### src/verilog/ptmr_defines.vh
// register map, field positions and reset values of the periodic timer
`ifndef PTMR_DEFINES_VH
`define PTMR_DEFINES_VH
`define PTMR_ADDR_W 3
`define PTMR_OFS_CTRL0 3'h0
`define PTMR_OFS_CTRL1 3'h1
`define PTMR_OFS_CNT_LO 3'h2
`define PTMR_OFS_CNT_HI 3'h3
`define PTMR_OFS_CMPA_LO 3'h4
`define PTMR_OFS_CMPA_HI 3'h5
`define PTMR_OFS_PER_LO 3'h6
`define PTMR_OFS_PER_HI 3'h7
`define PTMR_CTRL0_RST 8'h00
`define PTMR_CTRL1_RST 8'h00
`define PTMR_PAUSE_BIT 7
`define PTMR_CKSEL_HI 6
`define PTMR_CKSEL_LO 4
`define PTMR_ON_BIT 3
`define PTMR_MODE_HI 7
`define PTMR_MODE_LO 6
`define PTMR_ACT_HI 5
`define PTMR_ACT_LO 4
`define PTMR_INIT_BIT 3
`define PTMR_INV_BIT 2
`define PTMR_CLRSEL_BIT 0
`define PTMR_MODE_CMP 2'b00
`define PTMR_MODE_PWM 2'b10
`define PTMR_MODE_TMR 2'b11
`define PTMR_ACT_00 2'b00
`define PTMR_ACT_01 2'b01
`define PTMR_ACT_10 2'b10
`define PTMR_ACT_11 2'b11
`define PTMR_CK_SYS4 3'b000
`define PTMR_CK_SYS 3'b001
`define PTMR_CK_H16 3'b010
`define PTMR_CK_H64 3'b011
`define PTMR_CK_PINR 3'b110
`define PTMR_CK_PINF 3'b111
`define PTMR_DIV_SYS4 4
`define PTMR_DIV_H16 16
`define PTMR_DIV_H64 64
`define PTMR_DIV_SUB 6100
`endif

### src/verilog/ptmr_sync.v
// two-flop synchroniser for the external clock pin
`timescale 1ns/1ps
module ptmr_sync (
   // clock and reset
   input wire clk_i,
   input wire rst_i,
   // async level in, synced level out
   input wire d_i,
   output wire q_o
);
   reg meta_ff;
   reg sync_ff;
   always @(posedge clk_i or posedge rst_i) begin
      if (rst_i) begin
         meta_ff <= 1'b0;
         sync_ff <= 1'b0;
      end else begin
         meta_ff <= d_i;
         sync_ff <= meta_ff;
      end
   end
   assign q_o = sync_ff;
endmodule // ptmr_sync

### src/verilog/ptmr_tick.v
// prescaler: one-cycle tick every DIV cycles
`timescale 1ns/1ps
module ptmr_tick #(
   parameter DIV = 4
) (
   // clock and reset
   input wire clk_i,
   input wire rst_i,
   // tick output
   output wire tick_o
);
   reg [15:0] cnt_ff;
   wire wrap = (cnt_ff == DIV[15:0] - 16'h0001);
   always @(posedge clk_i or posedge rst_i) begin
      if (rst_i) begin
         cnt_ff <= 16'h0000;
      end else begin
         cnt_ff <= wrap ? 16'h0000 : cnt_ff + 16'h0001;
      end
   end
   assign tick_o = wrap;
endmodule // ptmr_tick

### src/verilog/ptmr_timer.v
// 10-bit periodic timer with compare A / period P, four modes
//
// Operation
// - mode field picks compare, timer, PWM/pulse
// - clear-select low: clear on P or overflow
// - clear-select high: clear on A only
// - compare A zero: run to 3FF, no flag
// - compare mode: pin acts only on A match
// - counter-on rise loads pin initial level
// - timer mode like compare, pin unused
// - PWM: period clears, compare A sets duty
// - period 1..1023 clocks, zero gives 1024
// - duty at or above period: full duty
// - PWM raises both flags on matches, pulse raises flag A only
// - PWM initial level, action, invert bit
// - PWM counting continues while pin forced
// - counter-on rise or pin edge starts pulse
// - A match or clear ends pulse
// - pulse: counter zeroed only on start
// - compare A split low/high bytes
// - period split low/high bytes
// - compare action: none, low, high, toggle
// - counter-on rise zeroes, fall holds count
// - PWM action 00 inactive, 01 active
//
// Local design decisions: the address-and-strobe port and the address map.
`timescale 1ns/1ps
`include "ptmr_defines.vh"
module ptmr_timer #(
   parameter SUB_DIV = `PTMR_DIV_SUB
) (
   // clock and reset
   input wire SYS_CLK_I,
   input wire RST_I,
   // register port
   input wire [`PTMR_ADDR_W-1:0] ADDR_I,
   input wire [7:0] WDATA_I,
   input wire WR_I,
   input wire RD_I,
   output reg [7:0] RDATA_O,
   // pins
   input wire EXT_CLK_PIN_I,
   output reg TIMER_OUT_O,
   output wire TIMER_OUT_EN_O,
   // event flags
   output reg CMP_A_FLAG_O,
   output reg CMP_P_FLAG_O,
   input wire CMP_A_FLAG_CLR_I,
   input wire CMP_P_FLAG_CLR_I
);
   reg [7:0] ctrl0_ff;
   reg [7:0] ctrl1_ff;
   reg [9:0] cmpa_ff;
   reg [9:0] per_ff;
   reg [9:0] cnt_ff;
   reg on_prev_ff;
   reg pin_prev_ff;
   reg level_ff;
   reg [9:0] nxt_cnt;
   reg nxt_level;
   reg nxt_on;
   reg set_a;
   reg set_p;
   wire pin_sync;
   wire tick_sys4;
   wire tick_h16;
   wire tick_h64;
   wire tick_sub;
   reg tick;

   wire [1:0] mode = ctrl1_ff[`PTMR_MODE_HI:`PTMR_MODE_LO];
   wire [1:0] act = ctrl1_ff[`PTMR_ACT_HI:`PTMR_ACT_LO];
   wire init_lvl = ctrl1_ff[`PTMR_INIT_BIT];
   wire inv = ctrl1_ff[`PTMR_INV_BIT];
   wire clr_sel = ctrl1_ff[`PTMR_CLRSEL_BIT];
   wire on_bit = ctrl0_ff[`PTMR_ON_BIT];
   wire paused = ctrl0_ff[`PTMR_PAUSE_BIT];
   wire [2:0] cksel = ctrl0_ff[`PTMR_CKSEL_HI:`PTMR_CKSEL_LO];
   wire on_rise = on_bit & ~on_prev_ff;
   wire pin_rise = pin_sync & ~pin_prev_ff;
   wire pin_fall = ~pin_sync & pin_prev_ff;
   wire pwm_mode = (mode == `PTMR_MODE_PWM);
   wire pulse_mode = pwm_mode & (act == `PTMR_ACT_11);
   wire cmp_like = (mode == `PTMR_MODE_CMP) | (mode == `PTMR_MODE_TMR);
   wire wr_ctrl0 = WR_I & (ADDR_I == `PTMR_OFS_CTRL0);
   wire [7:0] wdata_ctrl0 = wr_ctrl0 ? WDATA_I : ctrl0_ff;

   ptmr_sync u_pin_sync (
      .clk_i(SYS_CLK_I),
      .rst_i(RST_I),
      .d_i(EXT_CLK_PIN_I),
      .q_o(pin_sync)
   );
   ptmr_tick #(.DIV(`PTMR_DIV_SYS4)) u_tick_sys4 (
      .clk_i(SYS_CLK_I),
      .rst_i(RST_I),
      .tick_o(tick_sys4)
   );
   ptmr_tick #(.DIV(`PTMR_DIV_H16)) u_tick_h16 (
      .clk_i(SYS_CLK_I),
      .rst_i(RST_I),
      .tick_o(tick_h16)
   );
   ptmr_tick #(.DIV(`PTMR_DIV_H64)) u_tick_h64 (
      .clk_i(SYS_CLK_I),
      .rst_i(RST_I),
      .tick_o(tick_h64)
   );
   ptmr_tick #(.DIV(SUB_DIV)) u_tick_sub (
      .clk_i(SYS_CLK_I),
      .rst_i(RST_I),
      .tick_o(tick_sub)
   );

   always @* begin
      case (cksel)
         `PTMR_CK_SYS4: tick = tick_sys4;
         `PTMR_CK_SYS: tick = 1'b1;
         `PTMR_CK_H16: tick = tick_h16;
         `PTMR_CK_H64: tick = tick_h64;
         `PTMR_CK_PINR: tick = pin_rise;
         `PTMR_CK_PINF: tick = pin_fall;
         default: tick = tick_sub;
      endcase
   end

   // external edge for the pulse trigger follows the selected pin polarity
   wire pin_edge = (cksel == `PTMR_CK_PINF) ? pin_fall : pin_rise;

   // comparator matches, evaluated on the count after the increment
   wire [9:0] cnt_inc = cnt_ff + 10'h001;
   wire match_a = (cnt_inc == cmpa_ff) & (cmpa_ff != 10'h000);
   wire ovf = (cnt_ff == 10'h3FF);
   // zero period: wrap from 3FF counts as P match
   wire match_p = (per_ff == 10'h000) ? ovf : (cnt_inc == per_ff);
   wire run = on_bit & ~paused & tick;

   // pwm duty: active while count below compare A, full when A >= period
   wire [10:0] per_len = (per_ff == 10'h000) ? 11'h400 : {1'b0, per_ff};
   // full duty when duty >= period
   wire duty_act = ({1'b0, cnt_ff} < {1'b0, cmpa_ff}) | ({1'b0, cmpa_ff} >= per_len);

   always @* begin
      nxt_cnt = cnt_ff;
      nxt_level = level_ff;
      nxt_on = wdata_ctrl0[`PTMR_ON_BIT];
      set_a = 1'b0;
      set_p = 1'b0;
      if (on_rise) begin
         nxt_cnt = 10'h000;
         nxt_level = init_lvl;
      end else if (run) begin
         nxt_cnt = cnt_inc;
         if (cmp_like) begin
            if (!clr_sel) begin
               set_p = match_p;
               if (match_p) begin
                  nxt_cnt = 10'h000;
               end
            // clear-select high clears on A, no P flag
            end else if (match_a) begin
               nxt_cnt = 10'h000;
            end
            set_a = match_a;
            // pin acts on A match only
            if (match_a && mode == `PTMR_MODE_CMP) begin
               case (act)
                  `PTMR_ACT_01: nxt_level = 1'b0;
                  `PTMR_ACT_10: nxt_level = 1'b1;
                  `PTMR_ACT_11: nxt_level = ~level_ff;
                  default: nxt_level = level_ff;
               endcase
            end
         end else if (pulse_mode) begin
            // A match ends pulse, clears counter-on
            // no period clear in pulse mode
            set_a = match_a;
            if (match_a) begin
               nxt_on = 1'b0;
            end
         end else if (pwm_mode) begin
            set_a = match_a;
            set_p = match_p;
            if (match_p) begin
               nxt_cnt = 10'h000;
            end
         end
         // overflow wraps naturally through 3FF to 000
         if (ovf && !(cmp_like && clr_sel && match_a)) begin
            nxt_cnt = 10'h000;
         end
      end
      if (pulse_mode && pin_edge && !on_bit) begin
         nxt_on = 1'b1;
      end
   end

   // registers and flags
   always @(posedge SYS_CLK_I or posedge RST_I) begin
      if (RST_I) begin
         ctrl0_ff <= `PTMR_CTRL0_RST;
         ctrl1_ff <= `PTMR_CTRL1_RST;
         cmpa_ff <= 10'h000;
         per_ff <= 10'h000;
         cnt_ff <= 10'h000;
         on_prev_ff <= 1'b0;
         pin_prev_ff <= 1'b0;
         level_ff <= 1'b0;
         CMP_A_FLAG_O <= 1'b0;
         CMP_P_FLAG_O <= 1'b0;
      end else begin
         ctrl0_ff <= {wdata_ctrl0[7:4], nxt_on, 3'b000};
         if (WR_I) begin
            case (ADDR_I)
               `PTMR_OFS_CTRL1: ctrl1_ff <= {WDATA_I[7:2], 1'b0, WDATA_I[0]};
               `PTMR_OFS_CMPA_LO: cmpa_ff[7:0] <= WDATA_I;
               `PTMR_OFS_CMPA_HI: cmpa_ff[9:8] <= WDATA_I[1:0];
               `PTMR_OFS_PER_LO: per_ff[7:0] <= WDATA_I;
               `PTMR_OFS_PER_HI: per_ff[9:8] <= WDATA_I[1:0];
               default: ;
            endcase
         end
         cnt_ff <= nxt_cnt;
         on_prev_ff <= on_bit;
         pin_prev_ff <= pin_sync;
         level_ff <= nxt_level;
         // set wins over clear
         CMP_A_FLAG_O <= set_a | (CMP_A_FLAG_O & ~CMP_A_FLAG_CLR_I);
         CMP_P_FLAG_O <= set_p | (CMP_P_FLAG_O & ~CMP_P_FLAG_CLR_I);
      end
   end

   // read port: data one cycle after strobe
   always @(posedge SYS_CLK_I or posedge RST_I) begin
      if (RST_I) begin
         RDATA_O <= 8'h00;
      end else if (RD_I) begin
         case (ADDR_I)
            `PTMR_OFS_CTRL0: RDATA_O <= ctrl0_ff;
            `PTMR_OFS_CTRL1: RDATA_O <= ctrl1_ff;
            `PTMR_OFS_CNT_LO: RDATA_O <= cnt_ff[7:0];
            `PTMR_OFS_CNT_HI: RDATA_O <= {6'h00, cnt_ff[9:8]};
            `PTMR_OFS_CMPA_LO: RDATA_O <= cmpa_ff[7:0];
            `PTMR_OFS_CMPA_HI: RDATA_O <= {6'h00, cmpa_ff[9:8]};
            `PTMR_OFS_PER_LO: RDATA_O <= per_ff[7:0];
            default: RDATA_O <= {6'h00, per_ff[9:8]};
         endcase
      end else begin
         RDATA_O <= 8'h00;
      end
   end

   // output pin composition
   reg pin_raw;
   always @* begin
      pin_raw = level_ff;
      if (pwm_mode) begin
         case (act)
            `PTMR_ACT_00: pin_raw = ~init_lvl;
            `PTMR_ACT_01: pin_raw = init_lvl;
            `PTMR_ACT_10: pin_raw = (on_bit & duty_act) ? init_lvl : ~init_lvl;
            default: pin_raw = on_bit ? init_lvl : ~init_lvl;
         endcase
      end
   end

   always @(posedge SYS_CLK_I or posedge RST_I) begin
      if (RST_I) begin
         TIMER_OUT_O <= 1'b0;
      end else begin
         TIMER_OUT_O <= pin_raw ^ inv;
      end
   end

   // timer mode leaves the pin free
   assign TIMER_OUT_EN_O = (mode != `PTMR_MODE_TMR);
endmodule // ptmr_timer

### config.mk
export PLATFORM = sky130hd
export DESIGN_NAME = ptmr_timer
export DESIGN_NICKNAME = d
export VERILOG_FILES = /design/src/verilog/ptmr_sync.v /design/src/verilog/ptmr_tick.v /design/src/verilog/ptmr_timer.v
export VERILOG_INCLUDE_DIRS = /design/src /design/src/verilog
export SDC_FILE = /design/constraint.sdc
export NUM_CORES = 1
export LEC_CHECK = 0
export BUFFER_PORTS_ARGS = -buffer_cell sky130_fd_sc_hd__buf_2
export CAP_MARGIN = 10
export CORE_ASPECT_RATIO = 0.75
export CORE_MARGIN = 10
export CORE_UTILIZATION = 55
export CTS_BUF_LIST = sky130_fd_sc_hd__clkbuf_16
export CTS_CLUSTER_DIAMETER = 200
export CTS_CLUSTER_SIZE = 14
export DETAILED_ROUTE_END_ITERATION = 6
export MAX_ROUTING_LAYER = met4
export PLACE_DENSITY = 0.75
export REMOVE_ABC_BUFFERS = 1
export SKIP_CTS_REPAIR_TIMING = 1
export SYNTH_ARGS = -nofsm -noshare
export SYNTH_HDL_FRONTEND = slang
export SYNTH_SLANG_ARGS = --single-unit
### constraint.sdc
create_clock -name SYS_CLK_I -period 3.8 [get_ports SYS_CLK_I]
set_clock_uncertainty 0.1 [all_clocks]
set_input_delay 0.76 -clock SYS_CLK_I [delete_from_list [all_inputs] [get_ports SYS_CLK_I]]
set_output_delay 0.76 -clock SYS_CLK_I [all_outputs]
set_load 0.01 [all_outputs]
-- Word-level counts from Yosys, hierarchy flattened
Index checks and enable logic that the tools add are counted.
- output and inout port bits: 12
- bits of input ports: 18
- bits in registers: 122
- add/subtract/negate cells: 5
- reduce and logical (&&, ||, !) cells: 24
- bitwise logic cells: 24
- mux-type cells: 46
- $lt $le $gt $ge: 2
- equality and inequality tests: 25
- operator list (kind ; number):
    $mux W10 ; 9
    $add A16 B1 Y16 const B ; 4
    $mux W16 ; 4
    $pmux W8 S7 ; 1
    $mux W1 ; 26
    $eq A10 B10 Y1 ; 2
    $eq A3 B3 Y1 const B ; 6
    $eq A16 B13 Y1 const B ; 1
    $eq A16 B2 Y1 const B ; 1
    $eq A16 B4 Y1 const B ; 1
    $eq A16 B6 Y1 const B ; 1
    $eq A3 B2 Y1 const B ; 4
    $and A1 B1 Y1 ; 11
    $ge A10 B11 Y1 ; 1
    $mux W11 ; 1
    $add A10 B1 Y10 const B ; 1
    $eq A10 B10 Y1 const B ; 1
    $logic_not A10 Y1 ; 1
    $lt A10 B10 Y1 ; 1
    $reduce_and A2 Y1 ; 5
    $reduce_bool A10 Y1 ; 1
    $eq A2 B2 Y1 const B ; 4
    $mux W8 ; 1
    $not A1 Y1 ; 8
    other kinds (15) ; 30

-- Logic depth before layout (Yosys ltp)
Gate-level depths: netlist of run 1.
- depth in word-level cells: 10
- depth in mapped cells: 10

-- Cells and area by module
From an unflattened synthesis of run 1, not the netlist that was laid out.
- cell total of the unflattened synthesis: 718
- area total of the unflattened synthesis: 7193.1 µm²
- by module, submodules not included (module ; area an instance (µm²) ; instances ; cells each):
    ptmr_timer ; 4083.9 ; 1 ; 442
    ptmr_tick (u_tick_sub) ; 795.8 ; 1 ; 73
    ptmr_tick (u_tick_h64) ; 780.7 ; 1 ; 73
    ptmr_tick (u_tick_h16) ; 760.7 ; 1 ; 65
    ptmr_tick (u_tick_sys4) ; 718.2 ; 1 ; 62
    ptmr_sync ; 53.8 ; 1 ; 3

-- Worst setup path after synthesis of run 1
No wires, ideal clock.
- path type: reg2reg
- from: reg cnt_ff[1]
- to: reg level_ff
- arrival: 2327 ps
- stages on the path, launching flop included: 10
- data required time: 3596 ps
- path slack: 1269 ps
- buffers on the path: 1
- setup time: 104 ps
- cells stage by stage: dfrtp_1 -> ha_1 -> buf_6 -> and4_1 -> a32oi_1 -> o2111ai_1 -> a2111oi_4 -> nand3_2 -> or4_1 -> o311ai_1
- longest elaborated chain between the ends: 6
- ends and longest elaborated chain (item ; RTL line ; source):
    start: declaration ; ptmr_timer.v:55 ; reg [9:0] cnt_ff;
    start signal: assignment ; ptmr_timer.v:223 ; cnt_ff <= nxt_cnt;
    $add A10 B1 Y10 ; ptmr_timer.v:131 ; wire [9:0] cnt_inc = cnt_ff + 10'h001;
    $eq A10 B10 Y1 ; ptmr_timer.v:132 ; wire match_a = (cnt_inc == cmpa_ff) & (cmpa_ff != 10'h000);
    $and A1 B1 Y1 ; ptmr_timer.v:132 ;
    $logic_and A1 B1 Y1 (no line) ; - ;
    $reduce_bool A2 Y1 (no line) ; - ;
    $reduce_and A4 Y1 (no line) ; - ;
    end signal: assignment ; ptmr_timer.v:226 ; level_ff <= nxt_level;
    end: declaration ; ptmr_timer.v:58 ; reg level_ff;
Every way passes these cells.
A chain may end at the register's enable or synchronous reset.

-- Final worst setup path of run 1
- from: reg cnt_ff[0]
- to: reg cnt_ff[3]
- longest elaborated chain between the ends: 10
- elaborated cells between the ends (all ways): 18
- ends and longest elaborated chain (item ; RTL line ; source):
    $add A10 B1 Y10 ; ptmr_timer.v:131 ;
    $eq A10 B10 Y1 ; ptmr_timer.v:135 ; wire match_p = (per_ff == 10'h000) ? ovf : (cnt_inc == per_ff);
    $mux W1 ; ptmr_timer.v:135 ;
    $mux W10 ; ptmr_timer.v:157, ptmr_timer.v:184 ;
    $mux W10 ; ptmr_timer.v:181 ; end else if (pwm_mode) begin
    $mux W10 ; ptmr_timer.v:174 ; end else if (pulse_mode) begin
    $mux W10 ; ptmr_timer.v:154 ; if (cmp_like) begin
    $mux W10 * ; ptmr_timer.v:189 ; if (ovf && !(cmp_like && clr_sel && match_a)) begin
    $mux W10 * ; ptmr_timer.v:152 ; end else if (run) begin
    $mux W10 * ; ptmr_timer.v:149 ; if (on_rise) begin
Mark *: on every way between the ends. The rest lies on a longest branch, timed or not. The select of a mux whose other input is x is not followed.

==> flow_metrics.tcl, run 1 <==
set metrics [dict create \
    dp_cells 885 \
    async_flop_share_pct 100 \
    cp-end-kind "flip-flop" \
    worst_slew_pin_slew_ns 1.14 \
    num_antenna_cells 0 \
    fmax_mhz 313 \
    rsz0062_at_grt "false" \
    io_pins 30 \
    overflow 0 \
    yosys.cell_types.count 71 \
    synth_edf_count 0 \
    grt_antenna_before_repair 0 \
    total_power_w 0.00389 \
    gp_congestion 0.981 \
    yosysMostFrequentCell "dfrtp_1" \
    initial_core_util_pct 56.7 \
    wire_per_inst_um 19.4 \
    cts_tree "yes" \
    cp_max_fo 12 \
    cp-start-kind "flip-flop" \
    synth_top_cell_area_share_pct 43.3 \
    ir_worst_vdd_v 0.000367 \
    fin_crit_ns 3.20 \
    synth_seq_cells 122 \
    drtPass1Iterations 6 \
    die_x_um 151 \
    vias 5674 \
    cp.required_ns 3.98 \
    drt_iter0_drc 663 \
    max-cap-violations 0 \
    hpwl_um 12700 \
    ant_nets 0 \
    fin_setup_tns_ns 0 \
    reg2reg_setup_slack_ns 0.60 \
    die_h_um 118 \
    clock-sinks 122 \
    numCtsBuffers 17 \
    cts-root-buf "clkbuf_16" \
    drc 0 \
    critPathKind "flip-flop to flip-flop" \
    clockBufferDepth 2 \
    layout_worst_path_cycle_share_pct 84.1 \
    crit_arrival_ns 3.38 \
    yosys_warnings 0 \
    final_hold_viol_count 0 \
    synth_area_leaders "dfrtp_1 (43%), xnor2_1 (6.0%), ha_1 (5.7%), xor2_1 (3.6%), nor2_1 (3.1%)" \
    status "completed" \
    drive_gt1_share_pct 13.8 \
    ys_seq_area_share_pct 43.3 \
    final_cells 917 \
    fin_nets 788 \
    area_growth_pct 11.4 \
    drt-total-wl_um 17800 \
    setup_violations 0 \
    syn_area_per_cell_um2 9.91 \
    synth-main-ff-cell "dfrtp_1" \
    core.rowCount 35 \
    grt_pass1_vias 5414 \
    core_um2 12400 \
    clk_latency_ns 0.41 \
    syn_area_um2 7050 \
    syn_inst 712 \
    htree_levels 4 \
    avgViaCountPerCell 6.19 \
    die-area_um2 17800 \
    grt_usage_pct 20.7 \
    slew_viol_final 0 \
    p_leak_nw 3.49 \
    hp-class "flip-flop to flip-flop" \
    clk_pin_slew_worst_paths_ns 0.06 \
    grt_max_degree 73 \
    synth_top_area_cell "dfrtp_1" \
    synth_commonest_cells "dfrtp_1 (122), nor2_1 (59), nand2_1 (55)" \
    grt_pass1_wl_um 28700 \
    relSlewSlack_pct 22.8 \
    io_buffers 29 \
    power.density_nw_per_um2 496 \
]
## through the flow
step	utilization (%)	hold slack, ns	setup WS (ns)	cell area [µm²]
floorplan	-	0.231	-0.303	6900
global placement	58.7	0.247	0.800	7300
detailed placement	58.7	0.253	0.689	7300
CTS	63.2	0.270	0.672	7860
global route	63.2	0.274	0.388	7860
finish	63.2	0.267	0.602	7860
## flip-flops by register name, summed over array words and instances (netlist names), 5 cells and up
signal / count
u_tick_h16.cnt_ff: 16
u_tick_h64.cnt_ff: 16
ctrl1_ff: 7
cnt_ff: 10
RDATA_O: 8
per_ff: 10
cmpa_ff: 10
ctrl0_ff: 5
u_tick_sub.cnt_ff: 16
u_tick_sys4.cnt_ff: 16
## where the power goes
part	switching [W]	internal, W
Combinational	0.000442	0.000336
Sequential	0.000205	0.00140
Clock	0.000610	0.000897
## cell usage in the layout (no fill, tap or decap), types with 4 or more instances in the layout
cell type   count
clkinv_2        4
clkbuf_16      17
a21oi_1        11
nand3b_1        4
o21ai_0        34
nor4_1         11
and2_1         11
xnor2_1        48
inv_1          35
ha_1           32
nor2_1         59
nor3b_1         5
buf_2          29
clkinvlp_4      4
a22oi_1        14
nand2_1        55
mux2_2         19
o211ai_1        5
and3_1         20
xor2_1         29
a31oi_1         9
mux2i_1         4
nor2b_1        15
nand2b_1        6
o22ai_1         7
and4_1          5
nand4_1        10
nor3_1          9
nand3_1        39
dfrtp_1       122
## worst paths after layout
check                                   startpoint                    end  depth (start not counted)
worst max-delay path                     cnt_ff[0]              cnt_ff[3]                          8
worst min register to register  u_pin_sync.meta_ff         u_pin_sync.q_o                          0
max in group asynchronous                    RST_I            ctrl0_ff[4]                          3
worst min-delay path            u_pin_sync.meta_ff         u_pin_sync.q_o                          0
worst max register to register           cnt_ff[0]              cnt_ff[3]                          8
min in group asynchronous                    RST_I  u_tick_sub.cnt_ff[12]                          2
## kinds of logic after synthesis
group | synth area share (%)
AND/OR/NAND/NOR | 21.1
flip-flops | 43.3
AO/OA/AOI/OAI | 11.6
XOR/XNOR | 10.2
buffers and inverters | 4.10
adder cells (fa/ha/maj) | 5.68
multiplexers | 4.08
## layout make-up
class                           count  area (µm²)
Sequential cell                   122        3050
Inverter                           36         138
Clock buffer                       17         425
Clock inverter                     15         128
Timing Repair Buffer               33         188
Multi-Input combinational cell    528        3720
Fill cell                        1008        4580
Tap cell                          166         208
## layer usage
layer / part of all wire [%] / track usage [%]
met2: 43 / 28.1
met4: 1.6 / 5.10
met3: 8.9 / 5.80
met1: 47 / 29.5
met5: 0 / -
## worst max-delay path, cell delays in order (launching register included)
cell and delay [ns]:
dfrtp_1 0.48, ha_1 0.38, and4_1 0.29, a32oi_1 0.19, o2111ai_1 0.20, a2111oi_4 0.37
nand4_1 0.53, nand3_1 0.40, o21ai_0 0.13
Power figures use the tool's default switching activity.
==> run 2: changes to the inputs <==
Settings changed: ABC_AREA from default to 1.
Clock period 3.8 ns to 2.57 ns, I/O delays scaled along.
==> run 2 against run 1 <==
The run now ends with design-rule violations left. Largest cell class unchanged. Total power grew 47%. Critical path type unchanged. Critical endpoint is now cnt_ff[7]. Via count grew 10%. Non-clock buffer count grew 13.
==> flow_metrics.tcl, run 2 <==
set metrics [dict create \
    die_x_um 150 \
    critPathKind "flip-flop to flip-flop" \
    area_growth_pct 15.1 \
    io_buffers 29 \
    synth_top_area_cell "dfrtp_1" \
    htree_levels 4 \
    core_um2 12400 \
    final_util_pct 65.2 \
    worst_slew_pin_slew_ns 0.560 \
    avgViaCountPerCell 5.39 \
    io_pins 30 \
    drc 2 \
    mostFrequentLayoutCells "nand2_1 (205), inv_1 (176), dfrtp_1 (121), nor2_1 (99), o21ai_0 (63)" \
    p_leak_nw 4.27 \
    cts_tree "yes" \
    final_cells 1160 \
    grt_max_degree 47 \
    initial_core_util_pct 56.6 \
    synth_commonest_cells "nand2_1 (205), inv_1 (177), dfrtp_1 (122)" \
    synth_seq_cells 122 \
    final_common_cell "nand2_1" \
    setup_violations 0 \
    fin_nets 1031 \
    violations "design-rule violations" \
    crit_arrival_ns 2.70 \
    wire_per_inst_um 15.5 \
    clockBufferDepth 2 \
    ir_worst_vdd_v 0.000535 \
    relSlewSlack_pct 62.7 \
    core.rowCount 35 \
    slew_viol_final 0 \
    overflow 0 \
    drtPass1Iterations 7 \
    final_hold_viol_count 0 \
    die_h_um 118 \
    hp-class "primary input to asynchronous set/reset pin" \
    fillers 1060 \
    fin_crit_ns 2.45 \
    syn_inst 922 \
    clk_pin_slew_worst_paths_ns 0.06 \
    syn_area_per_cell_um2 7.61 \
    layout_worst_path_cycle_share_pct 95.4 \
    grt_pass1_wl_um 29200 \
    synth_edf_count 0 \
    grt_antenna_before_repair 0 \
    grt_usage_pct 21.0 \
    multiInputGateArea_um2 3280 \
    yosys.cell_types.count 41 \
    power.density_nw_per_um2 710 \
    cts-root-buf "clkbuf_16" \
    max-cap-violations 0 \
    async_flop_share_pct 100 \
    grt_pass1_vias 5850 \
    ys_seq_area_share_pct 43.5 \
    yosysMostFrequentCell "nand2_1" \
    numCtsBuffers 17 \
    hpwl_um 13400 \
    seqCellArea_um2 3050 \
    vias 6252 \
    fmax_mhz 408 \
    num_antenna_cells 0 \
    cp.required_ns 2.82 \
    ant_nets 0 \
    clk_latency_ns 0.42 \
    cp-start-kind "flip-flop" \
    drive_gt1_share_pct 11.7 \
    dp_cells 1127 \
    gp_congestion 1.06 \
    drt-total-wl_um 18000 \
    synth_top_cell_area_share_pct 43.5 \
    synth-main-ff-cell "dfrtp_1" \
    yosys_warnings 0 \
    cp-end-kind "flip-flop" \
    syn_area_um2 7020 \
    cp_max_fo 7 \
    clock-sinks 122 \
    rsz0062_at_grt "false" \
    die-area_um2 17700 \
    status "finished with violations" \
    drt_iter0_drc 645 \
    synth_area_leaders "dfrtp_1 (44%), nand2_1 (11%), inv_1 (9.5%), ha_1 (5.7%), nor2_1 (5.3%)" \
]
==> run 2: layout make-up <==
class	instances	share of cell area, %
Clock buffer	17	5.27
Sequential cell	122	37.8
Multi-Input combinational cell	615	40.6
Inverter	179	8.35
Clock inverter	15	1.87
Tap cell	166	2.57
Timing Repair Buffer	46	3.53
==> run 2: path summary, 6_finish.rpt <==
check | endpoint | slack (ns) | start | cells past startpoint
min in group SYS_CLK_I | u_pin_sync.meta_ff | 0.11 | EXT_CLK_PIN_I | 1
worst max-delay path | cnt_ff[7] | 0.12 | cnt_ff[1] | 13
worst min register to register | pin_prev_ff | 0.27 | u_pin_sync.q_o | 0
worst min-delay path | u_tick_sub.cnt_ff[11] | 0.04 | RST_I | 2
max in group asynchronous | u_tick_h64.cnt_ff[4] | 1.62 | RST_I | 3
worst max register to register | cnt_ff[7] | 0.12 | cnt_ff[1] | 13
==> run 2: critical path, cell delays in order, from the launching register on <==
cell	delay (ns)
dfrtp_2	0.43
ha_1	0.23
nand4_1	0.19
nand2_1	0.21
nor2_1	0.09
inv_1	0.06
o21ai_0	0.07
nor2_1	0.09
nand3_1	0.07
nor2_1	0.24
nand4_4	0.21
a21oi_1	0.24
nand2_1	0.09
nand2_1	0.06
==> run 2: cell families (layout without fill, tap and decap cells) <==
logic type / Yosys count / in the layout / synth area share [%]
XOR/XNOR: 26 / 26 / 3.46
AND/OR/NAND/NOR: 424 / 425 / 26.7
buffers and inverters: 186 / 257 / 10.0
AO/OA/AOI/OAI: 132 / 132 / 10.6
flip-flops: 122 / 122 / 43.5
adder cells (fa/ha/maj): 32 / 32 / 5.71
==> run 2: power by group <==
| group | switching, W | total, W | internal (W) |
|---|---|---|---|
| Sequential | 0.000183 | 0.00224 | 0.00206 |
| Combinational | 0.000739 | 0.00114 | 0.000404 |
| Clock | 0.000925 | 0.00235 | 0.00142 |
==> run 2: layer usage <==
metal	GRT usage, %	vias up	share of wire, %
li1	-	3056	-
met1	31.1	2878	49
met2	26.4	277	39
met3	6.72	41	9.7
met4	5.70	0	2.0
met5	-	-	0
==> run 2: stage by stage <==
| step | worst slack [ns] | power [W] | TNS, ns | hold WS [ns] | area, µm² |
|---|---|---|---|---|---|
| global route | 0.0190 | 0.00600 | 0 | 0.0723 | 8080 |
| finish | 0.119 | 0.00573 | 0 | 0.0419 | 8080 |
| floorplan | -1.29 | 0.00296 | -156.96 | 0.231 | 6990 |
| global placement | 0.229 | 0.00333 | 0 | 0.258 | 7490 |
| CTS | 0.138 | 0.00571 | 0 | 0.0500 | 8070 |
| detailed placement | 0.167 | 0.00335 | 0 | 0.272 | 7490 |
